--- config.mk ---
export PLATFORM = sky130hd
export DESIGN_NAME = drrb_report
export DESIGN_NICKNAME = d
export VERILOG_FILES = /design/src/drrb_byte_buf.v /design/src/drrb_report.v
export VERILOG_INCLUDE_DIRS = /design/src /design/src/src
export SDC_FILE = /design/constraint.sdc
export NUM_CORES = 2
export LEC_CHECK = 0
export ABC_AREA = 0
export BUFFER_PORTS_ARGS = -buffer_cell sky130_fd_sc_hd__buf_4
export CAP_MARGIN = 20
export CELL_PAD_IN_SITES_DETAIL_PLACEMENT = 1
export CELL_PAD_IN_SITES_GLOBAL_PLACEMENT = 2
export CORE_UTILIZATION = 45
export CTS_CLUSTER_DIAMETER = 40
export CTS_CLUSTER_SIZE = 25
export DETAILED_ROUTE_END_ITERATION = 8
export PLACE_DENSITY = 0.88
export SYNTH_ARGS = -nofsm -noshare
export SYNTH_HDL_FRONTEND = slang
export SYNTH_HIERARCHICAL = 1
export SYNTH_SLANG_ARGS = --single-unit
--- constraint.sdc ---
create_clock -name core_clk_i -period 3.08 [get_ports core_clk_i]
set_input_delay 0.154 -clock core_clk_i [delete_from_list [all_inputs] [get_ports core_clk_i]]
set_output_delay 0.154 -clock core_clk_i [all_outputs]
set_load 0.01 [all_outputs]
--- src/drrb_defs.vh ---
/*
 * Constants of the device report reader: command fields, report layout,
 * register map, reset values.
 * Assumes it is included once per file by its bare name.
 */
`ifndef DRRB_DEFS_VH
`define DRRB_DEFS_VH

// ************************************************************
// Command descriptor fields
// ************************************************************
`define DRRB_OPCODE 8'h3c
`define DRRB_MODE 5'h01
`define DRRB_BUF_ID 8'h01
`define DRRB_ALLOC_LEN 24'h000200
`define DRRB_KEY_ARM 24'h000001
`define DRRB_KEY_FETCH 24'h000002

// ************************************************************
// Report layout
// ************************************************************
`define DRRB_RPT_BYTES 10'h200
`define DRRB_RPT_LAST 9'h1ff
`define DRRB_RPT_DEF_END 9'h054
`define DRRB_RPT_WORDS 21

// ************************************************************
// Register map (word index) and reset values
// ************************************************************
`define DRRB_REG_RPT_LAST 5'h14
`define DRRB_REG_CTRL 5'h18
`define DRRB_REG_STATUS 5'h19
`define DRRB_CTRL_RST 32'h00000001
`define DRRB_CTRL_EN_BIT 0

`endif

--- src/drrb_byte_buf.v ---
/*
 * Two-entry buffer for report bytes with a last marker.
 * Assumes one clock and a synchronous active-high reset.
 */
`timescale 1ns/1ps
module drrb_byte_buf (
    // Clock and reset
    input wire core_clk_i,
    input wire sys_rst_i,
    // Fill side
    input wire in_valid_i,
    input wire [8:0] in_data_i,
    output reg in_ready_o,
    // Drain side
    output reg out_valid_o,
    output reg [8:0] out_data_o,
    input wire out_ready_i
);

reg [8:0] spare_q;
reg [1:0] count_q;
reg [1:0] count_d;
wire push;
wire pop;

assign push = in_valid_i & in_ready_o;
assign pop = out_valid_o & out_ready_i;

// Occupancy after this cycle
always @*
begin
    count_d = count_q;
    if (push && !pop)
        count_d = count_q + 2'd1;
    else if (pop && !push)
        count_d = count_q - 2'd1;
end

// Head entry drives the output, spare holds the second word
always @(posedge core_clk_i)
begin
    if (sys_rst_i)
    begin
        count_q <= 2'd0;
        spare_q <= 9'h000;
        out_data_o <= 9'h000;
        out_valid_o <= 1'b0;
        in_ready_o <= 1'b0;
    end
    else
    begin
        count_q <= count_d;
        out_valid_o <= (count_d != 2'd0);
        in_ready_o <= (count_d != 2'd2);
        if (pop)
        begin
            if (count_q == 2'd2)
                out_data_o <= spare_q;
            else if (push)
                out_data_o <= in_data_i;
        end
        else if (push)
        begin
            if (count_q == 2'd0)
                out_data_o <= in_data_i;
            else
                spare_q <= in_data_i;
        end
        if (pop && push && count_q == 2'd2)
            spare_q <= in_data_i;
    end
end

endmodule // drrb_byte_buf

--- src/drrb_report.v ---
/*
 * Device report reader: checks report request descriptors, tracks the
 * two-step request sequence and streams the 512-byte report or zeros.
 * Assumes one 200 MHz clock, a synchronous reset, firmware filling the
 * report words over Avalon-MM, and a byte sink with valid/ready.
 */
`timescale 1ns/1ps
`include "drrb_defs.vh"

// Functional notes
// [RULE_01] Request: opcode, mode, buffer_identifier, key offset
// [RULE_02] Allocation length must be 512 bytes
// [RULE_03] Bad argument or order returns zeros
// [RULE_04] Resets return sequence to start
// [RULE_05] Host restarts whole sequence after reset
// [RULE_06] Unrelated commands keep sequence progress
// [RULE_07] Average erase counts at 0, 4, 8
// [RULE_08] Read reclaim counts at 12, 16, 20
// [RULE_09] Factory bad blocks at 24
// [RULE_10] Runtime bad blocks at 28, 32, 36
// [RULE_11] Secure upgrade count at 40
// [RULE_12] Release date 44, release time 56
// [RULE_13] Host write total at 64
// [RULE_14] Power-off drops at 68
// [RULE_15] Droop indications at 72
// [RULE_16] Dropped host data events at 76
// [RULE_17] Droop recoveries at 80
// [RULE_18] Little-endian fields, undefined bytes zero
module drrb_report (
    // Clock and reset
    input wire core_clk_i,
    input wire sys_rst_i,
    // Avalon-MM register slave
    input wire [4:0] avs_address_i,
    input wire avs_read_i,
    input wire avs_write_i,
    input wire [31:0] avs_writedata_i,
    input wire [3:0] avs_byteenable_i,
    output reg [31:0] avs_readdata_o,
    output reg avs_waitrequest_o,
    // Command port
    input wire cmd_valid_i,
    input wire [71:0] cmd_cdb_i,
    input wire reset_command_i,
    output reg cmd_ready_o,
    output reg cmd_taken_o,
    // Report byte stream
    output wire data_valid_o,
    output wire [7:0] data_byte_o,
    output wire data_last_o,
    input wire data_ready_i
);

// ************************************************************
// States
// ************************************************************
localparam SEQ_IDLE = 2'b01;
localparam SEQ_ARMED = 2'b10;
localparam XF_IDLE = 2'b01;
localparam XF_SEND = 2'b10;

// ************************************************************
// Functions
// ************************************************************
// Three-byte field, most significant byte first in the descriptor
function [23:0] cdb_field24;
    input [71:0] cdb;
    input [3:0] first;
    begin
        case (first)
            4'd3: cdb_field24 = {cdb[31:24], cdb[39:32], cdb[47:40]};
            4'd6: cdb_field24 = {cdb[55:48], cdb[63:56], cdb[71:64]};
            default: cdb_field24 = 24'h000000;
        endcase
    end
endfunction

// Byte lane of a word, lane 0 is the least significant byte
function [7:0] lane_of;
    input [31:0] word;
    input [1:0] lane;
    begin
        case (lane)
            2'd0: lane_of = word[7:0];
            2'd1: lane_of = word[15:8];
            2'd2: lane_of = word[23:16];
            default: lane_of = word[31:24];
        endcase
    end
endfunction

// Byte-enable merge of a write into a stored word
function [31:0] merge_be;
    input [31:0] old;
    input [31:0] wdata;
    input [3:0] be;
    begin
        merge_be[7:0] = be[0] ? wdata[7:0] : old[7:0];
        merge_be[15:8] = be[1] ? wdata[15:8] : old[15:8];
        merge_be[23:16] = be[2] ? wdata[23:16] : old[23:16];
        merge_be[31:24] = be[3] ? wdata[31:24] : old[31:24];
    end
endfunction

// ************************************************************
// Storage and state
// ************************************************************
reg [31:0] rpt_mem_q [0:`DRRB_RPT_WORDS-1];
reg [31:0] ctrl_q;
reg [1:0] seq_q;
reg [1:0] xf_q;
reg zero_fill_q;
reg [8:0] idx_q;
reg [15:0] served_q;
reg [15:0] rejected_q;
integer i;

wire buf_in_ready;
wire [8:0] buf_out;
wire report_en;
wire [7:0] op_byte;
wire [4:0] mode_bits;
wire [7:0] id_byte;
wire [23:0] key_val;
wire [23:0] alloc_val;
wire is_ours;
wire args_ok;
wire take_cmd;
wire push;
wire [7:0] next_byte;
wire bus_req;
wire bus_ack;
wire rpt_hit;

assign report_en = ctrl_q[`DRRB_CTRL_EN_BIT];

// ************************************************************
// Descriptor decode
// ************************************************************
// [RULE_01] Descriptor field split
assign op_byte = cmd_cdb_i[7:0];
assign mode_bits = cmd_cdb_i[12:8];
assign id_byte = cmd_cdb_i[23:16];
assign key_val = cdb_field24(cmd_cdb_i, 4'd3);
assign alloc_val = cdb_field24(cmd_cdb_i, 4'd6);
// [RULE_06] Other opcodes pass by
assign is_ours = (op_byte == `DRRB_OPCODE);
// [RULE_01] [RULE_02] Argument check
assign args_ok = (mode_bits == `DRRB_MODE) && (id_byte == `DRRB_BUF_ID)
    && (alloc_val == `DRRB_ALLOC_LEN) && report_en;
assign take_cmd = cmd_valid_i & cmd_ready_o;

// ************************************************************
// Sequence tracking and transfer control
// ************************************************************
// Reset command wins over an arm request taken in the same cycle
always @(posedge core_clk_i)
begin
    if (sys_rst_i)
    begin
        seq_q <= SEQ_IDLE;
        xf_q <= XF_IDLE;
        zero_fill_q <= 1'b1;
        idx_q <= 9'h000;
        cmd_ready_o <= 1'b0;
        cmd_taken_o <= 1'b0;
        served_q <= 16'h0000;
        rejected_q <= 16'h0000;
    end
    else
    begin
        cmd_taken_o <= 1'b0;
        case (xf_q)
            XF_IDLE:
            begin
                cmd_ready_o <= 1'b1;
                if (take_cmd && is_ours)
                begin
                    cmd_ready_o <= 1'b0;
                    cmd_taken_o <= 1'b1;
                    xf_q <= XF_SEND;
                    idx_q <= 9'h000;
                    zero_fill_q <= 1'b1;
                    if (args_ok && key_val == `DRRB_KEY_ARM)
                        seq_q <= SEQ_ARMED;
                    // [RULE_03] Report only after arming
                    else if (args_ok && key_val == `DRRB_KEY_FETCH
                        && seq_q == SEQ_ARMED)
                    begin
                        zero_fill_q <= 1'b0;
                        seq_q <= SEQ_IDLE;
                        served_q <= served_q + 16'h0001;
                    end
                    // [RULE_03] Wrong argument or order
                    else
                    begin
                        seq_q <= SEQ_IDLE;
                        rejected_q <= rejected_q + 16'h0001;
                    end
                end
                // [RULE_06] Foreign command acknowledged only
                else if (take_cmd)
                    cmd_taken_o <= 1'b1;
            end
            XF_SEND:
            begin
                cmd_ready_o <= 1'b0;
                if (push)
                begin
                    idx_q <= idx_q + 9'h001;
                    if (idx_q == `DRRB_RPT_LAST)
                    begin
                        xf_q <= XF_IDLE;
                        cmd_ready_o <= 1'b1;
                    end
                end
            end
            default:
            begin
                xf_q <= XF_IDLE;
                cmd_ready_o <= 1'b0;
            end
        endcase
        // [RULE_04] Reset command drops progress
        if (reset_command_i)
            seq_q <= SEQ_IDLE;
    end
end

// ************************************************************
// Report byte generation
// ************************************************************
// [RULE_07] [RULE_08] [RULE_09] [RULE_10] [RULE_11] Word per field
// [RULE_12] [RULE_13] [RULE_14] [RULE_15] [RULE_16] [RULE_17] Byte order
// [RULE_18] Low byte first, zero from offset 84 on
assign next_byte = (zero_fill_q || idx_q >= `DRRB_RPT_DEF_END) ? 8'h00
    : lane_of(rpt_mem_q[idx_q[6:2]], idx_q[1:0]);
assign push = (xf_q == XF_SEND) & buf_in_ready;

// Two-entry buffer holds bytes while the sink stalls
drrb_byte_buf u_buf (
    .core_clk_i(core_clk_i),
    .sys_rst_i(sys_rst_i),
    .in_valid_i(xf_q == XF_SEND),
    .in_data_i({idx_q == `DRRB_RPT_LAST, next_byte}),
    .in_ready_o(buf_in_ready),
    .out_valid_o(data_valid_o),
    .out_data_o(buf_out),
    .out_ready_i(data_ready_i)
);

assign data_byte_o = buf_out[7:0];
assign data_last_o = buf_out[8];

// ************************************************************
// Avalon-MM slave
// ************************************************************
// One wait cycle, then a single cycle with waitrequest low
assign bus_req = avs_read_i | avs_write_i;
assign bus_ack = bus_req & ~avs_waitrequest_o;
assign rpt_hit = (avs_address_i <= `DRRB_REG_RPT_LAST);

// Read data captured during the wait cycle, held through the ack
always @(posedge core_clk_i)
begin
    if (sys_rst_i)
    begin
        avs_waitrequest_o <= 1'b1;
        avs_readdata_o <= 32'h00000000;
    end
    else
    begin
        avs_waitrequest_o <= 1'b1;
        if (bus_req && avs_waitrequest_o)
        begin
            avs_waitrequest_o <= 1'b0;
            if (rpt_hit)
                avs_readdata_o <= rpt_mem_q[avs_address_i];
            else if (avs_address_i == `DRRB_REG_CTRL)
                avs_readdata_o <= ctrl_q;
            else if (avs_address_i == `DRRB_REG_STATUS)
                avs_readdata_o <= {rejected_q[7:0], served_q[7:0], 12'h000,
                    seq_q, xf_q};
            else
                avs_readdata_o <= 32'h00000000;
        end
    end
end

// Writes land on the acknowledge edge only
always @(posedge core_clk_i)
begin
    if (sys_rst_i)
    begin
        ctrl_q <= `DRRB_CTRL_RST;
        for (i = 0; i < `DRRB_RPT_WORDS; i = i + 1)
            rpt_mem_q[i] <= 32'h00000000;
    end
    else if (bus_ack && avs_write_i)
    begin
        if (rpt_hit)
            rpt_mem_q[avs_address_i] <= merge_be(rpt_mem_q[avs_address_i],
                avs_writedata_i, avs_byteenable_i);
        else if (avs_address_i == `DRRB_REG_CTRL)
            ctrl_q <= merge_be(ctrl_q, avs_writedata_i, avs_byteenable_i)
                & 32'h00000001;
    end
end

endmodule // drrb_report

---- Word level (Yosys, flattened, before mapping) ----
Memories as Yosys holds them, arrays and structs flattened. A register that Yosys moved wholly into a read port is not among the register bits.
Index checks and enable logic that the tools add are counted.
storage, ports and cells
  register bits after elaboration ......... 104
  memory bits (writable) .................. 672
  bits of input ports ..................... 120
  logic and storage cells ................. 138
  memories ................................ 1
memories
  memory     depth  width  read ports  clocked after Yosys merged registers in  wr ports  line               text
  rpt_mem_q  21     32     2           1                                        21        drrb_report.v:108  reg [31:0] rpt_mem_q [0:`DRRB_RPT_WORDS-1];
cells by class
  add/subtract/negate cells ............... 5
  magnitude comparators ................... 2
  eq/ne operators ......................... 21
  multiplexer cells ....................... 48
  bitwise operators ....................... 10
  reduce and logical (&&, ||, !) cells .... 35
operator list
  cell                     count
  $mux W32                 4
  $mux W9                  11
  $mux W8                  5
  $add A16 B1 Y16 const B  2
  $reduce_or A32 Y1        1
  $eq A24 B1 Y1 const B    1
  $eq A24 B10 Y1 const B   1
  $eq A24 B2 Y1 const B    1
  $pmux W8 S3              1
  $pmux W9 S2              1
  $mux W1                  15
  $mux W5                  3
  $logic_and A1 B1 Y1      13
  $mux W2                  6
  $ne A2 B2 Y1 const B     6
  $reduce_and A3 Y1        4
  $reduce_and A4 Y1        3
  $reduce_bool A2 Y1       6
  $eq A5 B5 Y1 const B     2
  $add A9 B1 Y9 const B    1
  $eq A9 B9 Y1 const B     1
  $ge A9 B7 Y1 const B     1
  $eq A2 B2 Y1 const B     4
  $eq A8 B1 Y1 const B     1
  16 further kinds         27

---- Longest topological paths before layout ----
  word-level depth ........................ 8
  gate-level depth with buffers ........... 12

---- Modules after synthesis ----
The synthesis kept the hierarchy.
modules (own cells, without submodules)
  module         instances  cells an instance  area each (um2)  sequential area each (um2)
  drrb_report    1          3378               53337.4          32170.9
  drrb_byte_buf  1          96                 979.7            440.4

---- Least setup slack after synthesis ----
No wires, ideal clock.
  kind .................................... input-to-reg
  start point ............................. input port avs_address_i[0]
  end point ............................... memory rpt_mem_q[20][0], enable pin
  library setup time ...................... 0.394 ns
  arrival ................................. 2.403 ns
  required time ........................... 2.686 ns
  slack ................................... 0.283 ns
  stages .................................. 8
  path buffers ............................ 2
  path through ............................ clkbuf_1 clkbuf_1 o21a_1 o21a_1 or3_1 nor3_2 nand2_1 nand2b_1
RTL lines
  what         line               text
  from (decl)  drrb_report.v:34   input wire [4:0] avs_address_i,
  to (decl)    drrb_report.v:108

==> summary.md <==
Global-route wire length before repair: 284000 um. Cell with the largest stage delay on the worst path: mux4_2. The count of maximum capacitance violations was 0; the mean post-synth cell area was 15.6 sq um.

The logs give 159 for the total clock buffers created by CTS and 54300 sq um for the netlist area before placement. Sequential area share after synthesis: 60.0%. For the cell row count, the log shows 127.

In this run the static leakage power is 24.3 nW. For the instance count of the mapped netlist, the log shows 3474. The clock drives 1117 sinks.

For this run, design rule violations remaining after detail routing come to 0. Total chip power: 40.8 mW. Walking the worst path, the cells encountered are buf_4 > clkbuf_16 > mux4_2 > mux4_2 > mux2i_2 > nor3_1 > a31oi_2 > o21ai_0 > mux2i_1 > a211oi_1. The finished layout holds 5901 standard cells, fillers aside. The checks that failed: hold timing, setup timing.

The worst setup path is launched from a flip-flop. The flip-flop and latch count after synthesis came out at 1117. Entering global routing, the biggest net connects 108 pins.

Across all register-to-register paths, the minimum setup slack is -0.04 ns. After clock tree synthesis, the clock-pin slew on the worst setup and hold paths is 0.06 ns. The initial core utilization was 45.3%.

The run finished, with violations left. The congestion estimate from routability-driven global placement came to 0.883. 165 I/O pins were placed. After legalization and detailed placement, the total HPWL measured 122000 um.

Dividing total power by cell area gives a power density of 603 nW/um^2. In this run the clock root is driven by a clkbuf_16. In the post-synthesis netlist, the biggest area contributors are edfxtp_1 (57%), mux4_2 (23%), nor2_1 (5.2%). The most used flip-flop cell after synthesis is edfxtp_1. The top cell types in the final layout, fill and taps aside, are edfxtp_1 (1024), nor2_1 (750), mux4_2 (543). The remaining global-route overflow is 0. The critical path endpoint category is a flip-flop.

The number of global-route vias before repair was 40656. The number of different library cells used by synthesis comes to 75. The largest single stage delay on the critical path is 0.51 ns. The share of the cycle needed by the critical path after routing is 101%. Maximum net fanout on the critical path: 6. Compared with the post-synthesis result, the final layout area differs by 24.5%. Counting stages on the worst path, the most repeated cell is mux4_2. The die covers 122000 sq um.

The maximum clock skew at final layout was 0.0249 ns. IR analysis of the VDD net gives a maximum drop of 0.601 mV. Including well taps, the total number of placed cells is 5542. The logs give 6 for the synthesis warning total and 1 for the number of hold-slack violations in the final timing report. The via total after detailed routing was 38841. The minimum hold slack was -0.0280 ns; the total wire length was 201000 um. Number of vias per cell: 6.58. The share of cells above drive strength 1 came out at 32.6%.

The most common library cell in the layout ignoring fill and taps is edfxtp_1. The logs give 39.3% for the worst slew margin relative to its limit and 0 for the number of slew-limit violations in the final report. Summed over all failing endpoints, the final setup total negative slack is -0.148 ns. Setup violations remaining at the end of the flow were counted as 7.

For the core footprint, the log shows 120000 sq um. The vertical die dimension came out at 349 um. The later pin in the worst-skew pair is clocked with a latency of 0.78 ns.

Summed over its instances, the top area cell type makes up 56.6% of the synthesized netlist area. The number of buffer cells added on primary ports came out at 161. Setup repair after global routing could not meet its margin everywhere. STA puts the critical path data arrival time at 3.73 ns. Count of flip-flops with a built-in enable after synthesis: 1024.

Worst-case setup margin in the final layout: -0.0371 ns. Start point of the worst hold path: cmd_cdb_i[4]. The worst setup path is of the flip-flop to flip-flop kind. The final net count was 4288; the required time of the worst setup path was 3.69 ns. For this run, the top clock speed supported by timing is 321 MHz. The count of nets left with antenna violations after detail routing came out at 0. The tightest min-delay check is of the input port to flip-flop type.

Dividing the detail-routed wire length by the instance count gives 34.1 um. The filler cell count in the final layout is 11310, and the x dimension of the die is 349 um. Before antenna repair, the detailed router went through 5 iterations. The number of antenna violations at the first check in global routing was 5. Once layout is complete, the utilization of the core stands at 56.4%.

In this run the number of H-tree levels came out at 4. After synthesis, the share of flip-flops with an asynchronous set or reset is 0%. Subtracting the final worst setup slack from the clock period gives 3.12 ns. TritonCTS built the clock tree. The post-synthesis cell type with the largest combined area was edfxtp_1. The number of violations reported at the end of detailed-routing iteration 0 is 5686. No sink is reached through more buffers than the 3 on the longest clock path. At the pin with the least slew margin, the transition time is 0.899 ns. For the total routing resource utilization after global routing, the log shows 32.8%.
-- report_power, final --
part | total, mW | internal [mW] | switching (mW)
logic | 3.91 | 1.63 | 2.27
registers | 18.1 | 17.6 | 0.514
clock network | 18.8 | 11.4 | 7.41
-- critical path: cells and delay by family (launching register included) --
kind | cells | cell delay, ns
AO/OA/AOI/OAI | 3 | 0.61
buffers and inverters | 2 | 0.31
flip-flops | 1 | 0.40
multiplexers | 4 | 1.45
AND/OR/NAND/NOR | 1 | 0.16
-- per-layer routing --
| metal | track usage (%) | share of wire (%) |
|---|---|---|
| met2 | 52.3 | 47 |
| met1 | 40.3 | 34 |
| met4 | 18.9 | 6.0 |
| met5 | 0 | 0.023 |
| met3 | 8.97 | 13 |
-- flip-flops by register name (all words and copies together), names as in the netlist, named ones only --
| register | count |
|---|---|
| ctrl_q | 1 |
| seq_q | 2 |
| cmd_ready_o | 1 |
| served_q | 8 |
| avs_waitrequest_o | 1 |
| rpt_mem_q | 1024 |
| u_buf/spare_q | 9 |
| u_buf/out_valid_o | 1 |
| rejected_q | 8 |
| zero_fill_q | 1 |
| u_buf/count_q | 2 |
| u_buf/out_data_o | 9 |
| idx_q | 9 |
| u_buf/in_ready_o | 1 |
| cmd_taken_o | 1 |
| xf_q | 2 |
| avs_readdata_o | 32 |
-- area by class of cell --
type / count / area, sq um / share of cell area, %
sequential: 1117 / 32600 / 48.3
multi-input combinational: 2332 / 21800 / 32.3
timing repair buffer: 497 / 5530 / 8.18
clock buffer: 178 / 4180 / 6.18
tap: 1612 / 2020 / 2.98
clock inverter: 114 / 1240 / 1.84
inverter: 50 / 188 / 0.278
antenna: 1 / 2.50 / 0.00370
-- kinds of logic after synthesis --
group,count (synthesis),share of synthesized area [%]
buf+inv,376,3.04
flops,1117,60.0
fa+ha+maj,11,0.253
other cells,1,0.00690
xor+xnor,6,0.0967
mux,649,24.5
simple gates,1016,7.95
compound gates,298,4.13
-- stage by stage --
stage,instance area [sq um],setup WS [ns]
finish,67600,-0.0371
global route,67600,-0.0582
CTS,67100,-0.0325
detailed placement,61100,0.0150
global placement,61100,0.0340
floorplan,55600,0.283
-- synthesized netlist by cell type (5+ instances only) --
library cell / count
edfxtp_1: 1024
nor2_1: 753
mux4_2: 543
clkbuf_1: 159
a22oi_1: 147
buf_2: 136
mux2i_1: 99
dfxtp_1: 93
nand2_1: 64
inv_1: 49
nand4_1: 42
nand2b_1: 35
nor3_1: 35
a221oi_1: 34
a21oi_1: 22
a211oi_1: 16
nand3_1: 16
buf_4: 15
buf_1: 14
o21ai_0: 14
nor2b_1: 12
nor4_1: 12
ha_1: 11
a32oi_1: 10
or3_1: 8
a31oi_1: 6
nor3b_1: 6
o21a_1: 6
o221ai_1: 6
o22ai_1: 6
xnor2_1: 5
-- worst paths after layout --
| path | end | cells past startpoint |
|---|---|---|
| hold / removal | cmd_ready_o$_SDFF_PP0_ | 5 |
| hold reg to reg | served_q[7]$_SDFFE_PP0P_ | 2 |
| setup / recovery | u_buf/out_data_o[0]$_SDFFE_PP0P_ | 10 |
| setup reg to reg | u_buf/out_data_o[0]$_SDFFE_PP0P_ | 10 |
-- repair_timing --
item,CTS,global route
pin swaps,0,2
hold buffers,43,1
hold endpoints to repair,763,2
endpoints found under the setup margin,6,13
cloned,1,5
buffers inserted,3,13
resized for setup,10,46
No activity file was read; power rests on OpenSTA's default activity.
